[src/design/scl_map.svh]
`ifndef SCL_MAP_SVH
`define SCL_MAP_SVH
// Notes on behaviour
// with a valid image in flash, active loading starts alone after power-up
// rising config_reset_n after a held low restarts active loading from flash
// active mode makes its own serial clock and runs the whole load sequence
// the first flash instruction of a load is the wake-from-power-down command
// at least 30 us pass after the wake command before any read is issued
// then a fast read starts at address zero and reads on sequentially
// received bytes program config_ram_cells; done rises only when all are taken
// in passive mode an outside master drives clock, control and data; here passive mode only keeps the loader idle and loads nothing
// active loading works at x1, x2 and x4; other widths are refused here
// in user mode fabric drives clock, data, wp, pause and select; miso returns
// whoever clocks the flash keeps that clock at or below 20 MHz
// fabric uses the flash port only when no lvds transmitter is in use
// fabric keeps flash addresses inside the 16 Mbit capacity
// on the combined package config select must be wired to flash select
// commands go as 8-bit opcode, 24-bit address msb first, then dummy clocks

// clock and timing
`define SCL_CLK_PS 32'd8000
`define SCL_WAKE_US 32'd30
`define SCL_SPI_MHZ 32'd20
`define SCL_WAKE_CYC ((`SCL_WAKE_US * 32'd1000000 + `SCL_CLK_PS - 32'd1) / `SCL_CLK_PS)
`define SCL_HALF_CYC ((32'd1000000 / (32'd2 * `SCL_SPI_MHZ) + `SCL_CLK_PS - 32'd1) / `SCL_CLK_PS)

// flash commands and framing
`define SCL_OP_WAKE 8'hab
`define SCL_OP_READ1 8'h0b
`define SCL_OP_READ2 8'h3b
`define SCL_OP_READ4 8'h6b
`define SCL_ADDR0 24'h000000
`define SCL_CMD_BITS 6'h20
`define SCL_OP_BITS 6'h08
`define SCL_DUMMY 6'h08

// io lane positions
`define SCL_IO_MOSI 0
`define SCL_IO_MISO 1

// reset values
`define SCL_PEND_RST 1'b1
`endif

[src/design/scl_pkg.sv]
package scl_pkg;
    typedef enum logic [2:0] {S_IDLE, S_WAKE, S_GAP, S_CMD, S_DUMMY, S_DATA, S_DONE} scl_state_e;
    typedef enum logic [1:0] {M_ACTIVE, M_PASSIVE, M_JTAG} scl_mode_e;
    typedef enum logic [2:0] {W_X1, W_X2, W_X4, W_X8, W_X16, W_X32} scl_width_e;

    // fabric side of the user-mode flash port
    typedef struct packed {
        logic sclk;
        logic mosi;
        logic wp_n;
        logic flash_pause_n;
        logic flash_select_n;
    } scl_user_s;

    // flash pins; io lanes are mosi, miso, wp_n, pause_n
    typedef struct packed {
        logic sclk;
        logic flash_select_n;
        logic [3:0] io_o;
        logic [3:0] io_oe_n;
    } scl_flash_s;

    // loader state
    typedef struct packed {
        scl_state_e st;
        logic cr1;
        logic cr2;
        logic crp;
        logic [3:0] io1;
        logic [3:0] io2;
        logic pend;
        logic [3:0] div;
        logic sclk;
        logic sel_n;
        logic [31:0] sh;
        logic [5:0] bits;
        logic [15:0] wcnt;
        logic [7:0] rx;
        logic [3:0] rxn;
        logic [31:0] nbytes;
        logic push;
        logic done;
        logic err;
    } scl_reg_s;
endpackage

[src/design/scl_loader.sv]
`timescale 1ns/1ps
`include "scl_map.svh"

////////////////////////////////////////////////////////////////////////////////
module scl_fifo #(
    parameter int W = 8,
    parameter int D = 32
) (
    input wire logic mclk,
    input wire logic rstn,
    input wire logic in_valid,
    output logic in_ready,
    input wire logic [W-1:0] in_data,
    output logic out_valid,
    input wire logic out_ready,
    output logic [W-1:0] out_data
);
    localparam int AW = $clog2(D);
    typedef struct packed {
        logic [AW:0] wp;
        logic [AW:0] rp;
    } scl_ptr_s;
    scl_ptr_s q;
    scl_ptr_s d;
    logic [W-1:0] mem [D];
    logic full;
    logic empty;
    if (D < 2 || (1 << AW) != D) begin : g_bad_depth
        $error("fifo depth must be a power of two");
    end
    // full when pointers differ only in the wrap bit
    assign full = (q.wp[AW] != q.rp[AW]) && (q.wp[AW-1:0] == q.rp[AW-1:0]);
    assign empty = q.wp == q.rp;
    assign in_ready = !full;
    assign out_valid = !empty;
    assign out_data = mem[q.rp[AW-1:0]];
    always_comb begin
        d = q;
        if (in_valid && !full) begin
            d.wp = q.wp + 1'b1;
        end
        if (out_ready && !empty) begin
            d.rp = q.rp + 1'b1;
        end
    end
    // storage has no reset; only the pointers need a defined start
    always_ff @(posedge mclk) begin
        if (in_valid && !full) begin
            mem[q.wp[AW-1:0]] <= in_data;
        end
    end
    always_ff @(posedge mclk or negedge rstn) begin
        if (!rstn) begin
            q <= '0;
        end else begin
            q <= d;
        end
    end
endmodule

////////////////////////////////////////////////////////////////////////////////
module scl_loader #(
    parameter logic [31:0] IMG_BYTES = 32'd1024,
    parameter int HALF_CYC = `SCL_HALF_CYC,
    parameter int FIFO_DEPTH = 32
) (
    input wire logic mclk,
    input wire logic rstn,
    input wire logic config_reset_n,
    input wire scl_pkg::scl_mode_e cfg_mode,
    input wire scl_pkg::scl_width_e cfg_width,
    input wire scl_pkg::scl_user_s user,
    output logic user_miso,
    output scl_pkg::scl_flash_s flash,
    input wire logic [3:0] flash_io_i,
    output logic config_ram_cells_valid,
    output logic [7:0] config_ram_cells_data,
    input wire logic config_ram_cells_ready,
    output logic config_done,
    output logic config_error
);
    import scl_pkg::*;
    localparam logic [3:0] DIV_END = 4'(HALF_CYC - 1);
    localparam logic [15:0] WAKE_END = 16'(`SCL_WAKE_CYC - 32'd1);
    // a slower divider only lowers the flash clock, a faster one breaks it
    if (HALF_CYC < `SCL_HALF_CYC || HALF_CYC > 15) begin : g_bad_div
        $error("serial clock half period out of range");
    end
    if (IMG_BYTES == 32'd0) begin : g_bad_img
        $error("image length must be non-zero");
    end
    scl_reg_s q;
    scl_reg_s d;
    logic fifo_ready;
    logic fifo_empty;
    logic run;
    logic tick;
    logic rise;
    logic fall;
    logic width_ok;
    logic [7:0] opcode;
    logic [3:0] step;
    logic [7:0] rx_nx;
    logic user_mode;
    ////////////////////////////////////////////////////////////////////////////
    // width decode: only the three active widths are served
    always_comb begin
        width_ok = 1'b1;
        opcode = `SCL_OP_READ1;
        step = 4'h1;
        unique case (cfg_width)
            W_X1: opcode = `SCL_OP_READ1;
            W_X2: begin
                opcode = `SCL_OP_READ2;
                step = 4'h2;
            end
            W_X4: begin
                opcode = `SCL_OP_READ4;
                step = 4'h4;
            end
            default: width_ok = 1'b0;
        endcase
    end
    // bits arrive msb first; dual and quad take io1/io3 as the high bit
    always_comb begin
        unique case (step)
            4'h2: rx_nx = {q.rx[5:0], q.io2[1:0]};
            4'h4: rx_nx = {q.rx[3:0], q.io2[3:0]};
            default: rx_nx = {q.rx[6:0], q.io2[`SCL_IO_MISO]};
        endcase
    end
    ////////////////////////////////////////////////////////////////////////////
    // clock divider: in the data phase it stalls while the fifo is full,
    // so back-pressure from config ram simply slows the flash clock
    assign run = (q.st == S_WAKE) || (q.st == S_CMD) || (q.st == S_DUMMY) ||
                 ((q.st == S_DATA) && fifo_ready);
    assign tick = run && (q.div == DIV_END);
    assign rise = tick && !q.sclk;
    assign fall = tick && q.sclk;

    ////////////////////////////////////////////////////////////////////////////
    // sequencer
    always_comb begin
        d = q;
        d.push = 1'b0;
        d.cr1 = config_reset_n;
        d.cr2 = q.cr1;
        d.crp = q.cr2;
        d.io1 = flash_io_i;
        d.io2 = q.io1;
        d.div = (run && !tick) ? q.div + 4'h1 : 4'h0;
        if (tick) begin
            d.sclk = !q.sclk;
        end
        if (q.cr2 && !q.crp) begin
            d.pend = 1'b1;
        end
        unique case (q.st)
            S_IDLE: begin
                if (q.pend && q.cr2 && cfg_mode == M_ACTIVE) begin
                    d.pend = 1'b0;
                    if (width_ok) begin
                        d.st = S_WAKE;
                        d.sel_n = 1'b0;
                        d.sh = {`SCL_OP_WAKE, 24'h000000};
                        d.bits = `SCL_OP_BITS;
                        d.err = 1'b0;
                    end else begin
                        d.err = 1'b1;
                    end
                end
            end
            S_WAKE: begin
                if (fall) begin
                    d.sh = {q.sh[30:0], 1'b0};
                    d.bits = q.bits - 6'h1;
                    if (q.bits == 6'h1) begin
                        d.st = S_GAP;
                        d.sel_n = 1'b1;
                        d.wcnt = WAKE_END;
                    end
                end
            end
            S_GAP: begin
                // select stays high the whole wait so the wake command completes
                d.wcnt = q.wcnt - 16'h1;
                if (q.wcnt == 16'h0) begin
                    d.st = S_CMD;
                    d.sel_n = 1'b0;
                    d.sh = {opcode, `SCL_ADDR0};
                    d.bits = `SCL_CMD_BITS;
                end
            end
            S_CMD: begin
                if (fall) begin
                    d.sh = {q.sh[30:0], 1'b0};
                    d.bits = q.bits - 6'h1;
                    if (q.bits == 6'h1) begin
                        d.st = S_DUMMY;
                        d.bits = `SCL_DUMMY;
                    end
                end
            end
            S_DUMMY: begin
                if (fall) begin
                    d.bits = q.bits - 6'h1;
                    if (q.bits == 6'h1) begin
                        d.st = S_DATA;
                        d.rxn = 4'h0;
                        d.nbytes = 32'h0;
                    end
                end
            end
            S_DATA: begin
                if (rise) begin
                    d.rx = rx_nx;
                    d.rxn = q.rxn + step;
                    if (q.rxn + step == 4'h8) begin
                        d.rxn = 4'h0;
                        d.push = 1'b1;
                        d.nbytes = q.nbytes + 32'h1;
                        if (q.nbytes == IMG_BYTES - 32'h1) begin
                            d.st = S_DONE;
                            d.sel_n = 1'b1;
                            d.sclk = 1'b0;
                        end
                    end
                end
            end
            S_DONE: d.done = fifo_empty && !q.push;
        endcase
        // a low config reset aborts any load; its rise starts the next one
        if (!q.cr2) begin
            d.st = S_IDLE;
            d.sel_n = 1'b1;
            d.sclk = 1'b0;
            d.done = 1'b0;
        end
    end
    always_ff @(posedge mclk or negedge rstn) begin
        if (!rstn) begin
            q <= '0;
            q.st <= S_IDLE;
            q.pend <= `SCL_PEND_RST;
            q.sel_n <= 1'b1;
        end else begin
            q <= d;
        end
    end
    ////////////////////////////////////////////////////////////////////////////
    // bitstream buffer toward config ram
    scl_fifo #(
        .W(8),
        .D(FIFO_DEPTH)
    ) u_fifo (
        .mclk(mclk),
        .rstn(rstn),
        .in_valid(q.push),
        .in_ready(fifo_ready),
        .in_data(q.rx),
        .out_valid(config_ram_cells_valid),
        .out_ready(config_ram_cells_ready),
        .out_data(config_ram_cells_data)
    );
    assign fifo_empty = !config_ram_cells_valid;
    ////////////////////////////////////////////////////////////////////////////
    // pin mux: after loading the fabric owns the flash port
    assign user_mode = q.done;
    assign config_done = q.done;
    assign config_error = q.err;
    assign user_miso = q.io2[`SCL_IO_MISO];
    always_comb begin
        if (user_mode) begin
            flash.sclk = user.sclk;
            flash.flash_select_n = user.flash_select_n;
            flash.io_o = {user.flash_pause_n, user.wp_n, 1'b0, user.mosi};
            flash.io_oe_n = 4'b0010;
        end else begin
            flash.sclk = q.sclk;
            flash.flash_select_n = q.sel_n;
            // wp and pause held high unless quad reading owns those lanes
            flash.io_o = {2'b11, 1'b0, q.sh[31]};
            flash.io_oe_n[`SCL_IO_MOSI] = !((q.st == S_WAKE) || (q.st == S_CMD));
            flash.io_oe_n[`SCL_IO_MISO] = 1'b1;
            flash.io_oe_n[3:2] = ((q.st == S_DUMMY || q.st == S_DATA) && step == 4'h4) ? 2'b11 : 2'b00;
        end
    end

    logic [15:0] gap_q;
    always_ff @(posedge mclk or negedge rstn) begin
        if (!rstn) begin
            gap_q <= 16'h0;
        end else begin
            gap_q <= (q.st == S_GAP) ? gap_q + 16'h1 : 16'h0;
        end
    end
endmodule

[config.mk]
export PLATFORM = sky130hd
export DESIGN_NAME = scl_loader
export DESIGN_NICKNAME = d
export VERILOG_FILES = /design/src/design/scl_pkg.sv /design/src/design/scl_loader.sv
export VERILOG_INCLUDE_DIRS = /design/src /design/src/design
export SDC_FILE = /design/constraint.sdc
export NUM_CORES = 1
export LEC_CHECK = 0
export BUFFER_PORTS_ARGS = -buffer_cell sky130_fd_sc_hd__buf_2
export CAP_MARGIN = 0
export CORE_MARGIN = 8
export CORE_UTILIZATION = 40
export DETAILED_ROUTE_END_ITERATION = 10
export PLACE_DENSITY_LB_ADDON = 0.2
export SLEW_MARGIN = 5
export SYNTH_ARGS = -nofsm -noshare
export SYNTH_HDL_FRONTEND = slang
export SYNTH_SLANG_ARGS = --single-unit
[constraint.sdc]
create_clock -name mclk -period 6.2 [get_ports mclk]
set_clock_uncertainty 0.1 [all_clocks]
set_input_delay 1.24 -clock mclk [delete_from_list [all_inputs] [get_ports mclk]]
set_output_delay 1.24 -clock mclk [all_outputs]
set_load 0.1 [all_outputs]
## Yosys cells after proc, flatten, opt, wreduce, memory -nomap -nowiden

Memory sizes are Yosys's and may differ from the RTL's.
Index checks and enable logic that the tools add are counted.

- Bitwise logic cells: 0
- Eq/ne operators: 42
- Divide/modulo/power cells: 0
- Multiplexer cells: 54
- Reductions and logical operators: 42
- $lt $le $gt $ge: 0
- Add/sub/neg operators: 7
- $mul: 0
- Shift operators: 0

Operators with widths:

| operator | number |
|---|---|
| case mux 32 bit (4 select lines) | 1 |
| 2-to-1 mux 39 bit | 3 |
| 2-to-1 mux 37 bit | 2 |
| 2-to-1 mux 36 bit | 2 |
| case mux 36 bit (2 select lines) | 1 |
| 2-to-1 mux 55 bit | 1 |
| 2-to-1 mux 3 bit | 13 |
| 2-to-1 mux 38 bit | 1 |
| adder 32 x 1 -> 32 bit, second input constant | 1 |
| equality test 32 x 10 -> 1 bit, second input constant | 1 |
| case mux 16 bit (2 select lines) | 1 |
| case mux 6 bit (5 select lines) | 1 |
| inequality test 3 bit, second input constant | 8 |
| case mux 3 bit (6 select lines) | 1 |
| logical NOT 16 bit | 1 |
| 2-to-1 mux 16 bit | 1 |
| inequality test 2 bit, second input constant | 8 |
| case mux 8 bit (2 select lines) | 1 |
| subtractor 16 x 1 -> 16 bit, second input constant | 1 |
| case mux 7 bit (2 select lines) | 1 |
| logical AND 1 bit | 13 |
| 2-to-1 mux 1 bit | 13 |
| AND reduction 13 bit | 1 |
| adder 6 x 1 -> 6 bit, second input constant | 2 |
| other kinds (38) | 66 |

- Logic and storage cells: 167
- Bits in latches: 0
- Register bits: 134
- Output and inout port bits: 22
- RAM bits: 256
- Input port bits: 18
- Memories: 1
- Bits in read-only memories: 0

Memories:

| name | words | bits a word | rd ports | clocked after memory_dff | wr ports | line | source |
|---|---|---|---|---|---|---|---|
| u_fifo.mem | 32 | 8 | 1 | 0 | 1 | scl_loader.sv:25 | `logic [W-1:0] mem [D];` |

## Depth between registers and ports, before layout

- Word-level depth: 12
- Depth in mapped cells: 15
- Gate-level depth less buffers: 12

## Hierarchy

A second synthesis with hierarchy kept.

- Cell total of the unflattened synthesis: 1065
- Area, all modules: 15887.7 µm²

Modules (own cells, without submodules):

| module | sequential area each (µm²) | cells an instance | area each (µm²) | instances |
|---|---|---|---|---|
| scl_fifo | 7987.7 | 473 | 10540.1 | 1 |
| scl_loader | 2454.9 | 592 | 5347.6 | 1 |

## Worst setup path after synthesis

Ideal clock, no wire load.

- Kind: input-to-output
- Start: in cfg_width[0]
- End: out flash[3] in the netlist's numbering
- Cell stages on the path: 5
- Slack: -670 ps
- Data arrival time: 5530 ps
- Path buffers: 2
- Required time: 4860 ps
- Cells stage by stage: nor3b_1 > ha_1 > clkbuf_1 > nor4bb_1 > buf_4

RTL lines:

| element | line | source |
|---|---|---|
| start: declaration | scl_loader.sv:71 | `input wire scl_pkg::scl_width_e cfg_width,` |
| end: declaration | scl_loader.sv:74 | `output scl_pkg::scl_flash_s flash,` |

## Final worst setup path

- Start: reg u_fifo.q[0] in the netlist's numbering
- End: out config_ram_cells_data[7]

- Cells in the longest elaborated chain, start to end: 1

RTL lines:

| element | line | source |
|---|---|---|
| start: declaration | scl_loader.sv:23 | `scl_ptr_s q;` |
| start signal: assignment | scl_loader.sv:54 | `q <= '0;` |
| start signal: assignment | scl_loader.sv:56 | `q <= d;` |
| memory read (32 x 8 bit) | - |  |
| end: declaration | scl_loader.sv:77 | `output logic [7:0] config_ram_cells_data,` |

No other way between the ends.

==> out/qor.csv <==
stage,metric,value,unit
cells_and_area,Final #Nets,1103,
worst_setup_path,crit path buf inv count,2,
timing,RSZ-0062 raised after global routing,false,
synth,adder-cell share of the synthesized area,1.55,%
grt,Tot GR Track Use,14.3,%
timing,FMAX,205,MHz
worst_setup_path,Required @ worst endpoint,4.86,ns
hold_path,worst min-delay path category,reg2reg,
grt,first-pass GRT wire length,52100,µm
timing,"Slew Viols, Final",0,
routing,initial DRC count,514,
pwr,PD cells,302,nW/µm²
floorplanning,Initial Utilization,40.6,%
outcome,outcome,finished clean,
synth,Yosys cell types,73,
cts,clock root cell,clkbuf_16,
cells_and_area,# diodes,0,
placed_design,placed wire-length estimate,20200,µm
timing,final hold viol count,0,
worst_setup_path,element type at the critical path end,output port,
synth,register bit total from synthesis,366,
routing,DR vias/cell,5.32,
synth,"Seq/Total Area, Yosys",66.2,%
cts,clock-pin slew on the worst setup and hold paths,0.06,ns
synth,"EDFF count, synth",256,
routing,via count,8593,
grt,pin count of the biggest net entering global routing,71,
timing,Slew @ Worst Pin,1.25,ns
flow_run,maxcap violations,0,
cells_and_area,share of layout cells above drive strength 1,21.0,%
worst_setup_path,"critical path, cell by cell",buf_12 -> mux4_2 -> mux4_2 -> mux2_2 -> buf_2,
synth,synthesized instance count,1030,
timing,fin worst setup slack,1.32,ns
worst_setup_path,CP max stage delay,0.91,ns
cells_and_area,filler instances,3401,
cells_and_area,final instance area,17700,µm²
synth,Synth Area in XOR/XNOR,3.05,%
synth,post-synthesis compound-gate area fraction,4.07,%
placed_design,pre-CTS WS,1.24,ns
floorplanning,die area,46000,µm²
cts,H-tree levels,2,
pwr,Leakage,6.34,nW
cells_and_area,"commonest non-fill, non-tap cell in the layout",edfxtp_1,
synth,Mean Syn Cell Area,15.3,µm²
worst_setup_path,Crit Path Class,reg2out,
synth,Synth Net Count,1067,
floorplanning,die width,215,µm
worst_setup_path,Worst EP arrival,3.54,ns
routing,Post-DRT Antenna Nets,0,
timing,Final Cycle Share,78.8,%
cts,clk buf depth,3,
grt,initial antenna violation count,0,
pwr,Max VDD drop,0.000231,V
floorplanning,FP Rows,72,
routing,wire length per cell,20.1,µm
synth,largest family of logic cells by synthesized area,multiplexers,
worst_setup_path,CP top delay family,multiplexers,
floorplanning,CORE AREA,38800,µm²
grt,vias in the first global route,8724,
routing,# DRC,0,
worst_setup_path,CP dominant cell by count,mux4_2,
cts,Worst-Skew Late Latency,0.55,ns
cts,CTS tree,done,
worst_setup_path,CP max stage cell,dfrtp_4,
timing,WHS,0.250,ns
grt,GRT overflow,0,
cells_and_area,most frequent cells in the layout,"256 x edfxtp_1, 111 x nor2_1, 106 x dfrtp_1",
timing,minimum clock period,4.88,ns
cts,hold buffers post-CTS,0,
synth,async set-reset flop share out of synthesis,30.1,%
cts,Num CTS Buffers,40,
timing,# setup viols final,0,
routing,Pre-antenna DRT Iters,5,
cts,Post CTS Setup Buffer Count,0,
timing,Fin Setup TNS,0,ns
timing,slew margin rel.,16.8,%
placed_design,GP Congestion,0.773,
cells_and_area,FF+latch area,10400,µm²
cells_and_area,"Core Util, Final",45.7,%
placed_design,PortBufs,37,
synth,Yosys Warn Count,0,
routing,DRT Wirelength,32500,µm
cells_and_area,Area growth syn-to-layout,12.4,%
synth,multiplexer share of the synthesized area,12.5,%
worst_setup_path,crit path max fanout,38,
placed_design,dpl cell area,16500,µm²
synth,dominant synthesized flop cell,edfxtp_1,
synth,synthesized area,15800,µm²
floorplanning,I/O pin count,40,
cts,cts repair resizes,0,
cts,CTS Sinks,366,
cells_and_area,multi-input logic area,5030,µm²
synth,Simple-Gate Fraction of Synth Area,10.6,%
worst_setup_path,Startpoint Class,register,
floorplanning,Die Ht,215,µm
layout make-up:
| cell class | count | share of cell area, % |
|---|---|---|
| sequential | 366 | 58.9 |
| multi-input combinational | 586 | 28.4 |
| clock buffer | 52 | 6.08 |
| tap | 518 | 3.66 |
| timing repair buffer | 47 | 1.62 |
| clock inverter | 20 | 0.847 |
| inverter | 25 | 0.529 |
report_power, final:
| group | switching, mW | leakage [nW] | internal (mW) |
|---|---|---|---|
| Clock | 0.967 | 0.593 | 1.24 |
| Sequential | 0.0636 | 4.06 | 2.65 |
| Combinational | 0.281 | 1.68 | 0.140 |
state kept, by name, summed over array words and instances, names as in the netlist:
name          count
d                 6
u_fifo.q         12
config_error      1
config_done       1
u_fifo.mem      256
q                89
user_miso         1
synth_stat cells, drive strengths merged, types with 5 or more instances:
master	count	area share, %
nor3b	5	0.24
nand2b	15	0.59
a22oi	8	0.38
nand3b	5	0.24
dfrtp	108	17
nor3	25	0.93
edfxtp	256	49
nor4	21	1.2
a21oi	29	0.94
inv	25	0.59
nand3	22	0.73
and3	6	0.24
mux4	80	11
nor2	113	2.7
nand2	47	1.1
or3	13	0.55
clkbuf	35	0.83
xor2	11	0.61
mux2	13	0.93
buf	18	0.61
o21ai	33	1.0
nand4	11	0.44
xnor2	44	2.4
nor2b	6	0.24
ha	18	1.4
final timing paths:
kind	startpoint	end	slack [ns]	cells past startpoint
worst min register to register	d[111]$_DFF_PN0_	q[111]$_DFF_PN0_	0.25	0
worst max register to register	u_fifo.q[0]$_DFFE_PN0P_	q[13]$_DFFE_PN0P_	1.87	14
min in group asynchronous	rstn	q[29]$_DFFE_PN0P_	0.73	1
max in group asynchronous	rstn	q[119]$_DFFE_PN0P_	4.22	2
worst max-delay path	u_fifo.q[0]$_DFFE_PN0P_	config_ram_cells_data[7]	1.32	5
worst min-delay path	d[111]$_DFF_PN0_	q[111]$_DFF_PN0_	0.25	0
through the flow:
| stage | power (mW) | std cells |
|---|---|---|
| 2_1_floorplan | 3.09 | 1030 |
| 3_3_place_gp | 3.19 | 1542 |
| 3_5_place_dp | 3.19 | 1542 |
| 4_1_cts | 5.42 | 1614 |
| 5_1_grt | 5.57 | 1614 |
| 6_report | 5.35 | 1614 |
cell families after synthesis:
group | count (synthesis)
multiplexers | 95
XOR/XNOR | 55
flip-flops | 366
adder cells (fa/ha/maj) | 19
AO/OA/AOI/OAI | 100
buffers and inverters | 78
other | 2
AND/OR/NAND/NOR | 315
routing by layer:
layer  wire [µm]  track usage, %  up-vias
li1            -               -     3999
met1       15200            20.5     4368
met2       15100            22.0      174
met3        1450            2.64       52
met4         709            4.25        0
met5           0               0        -
(Power assumes the default switching activity.)
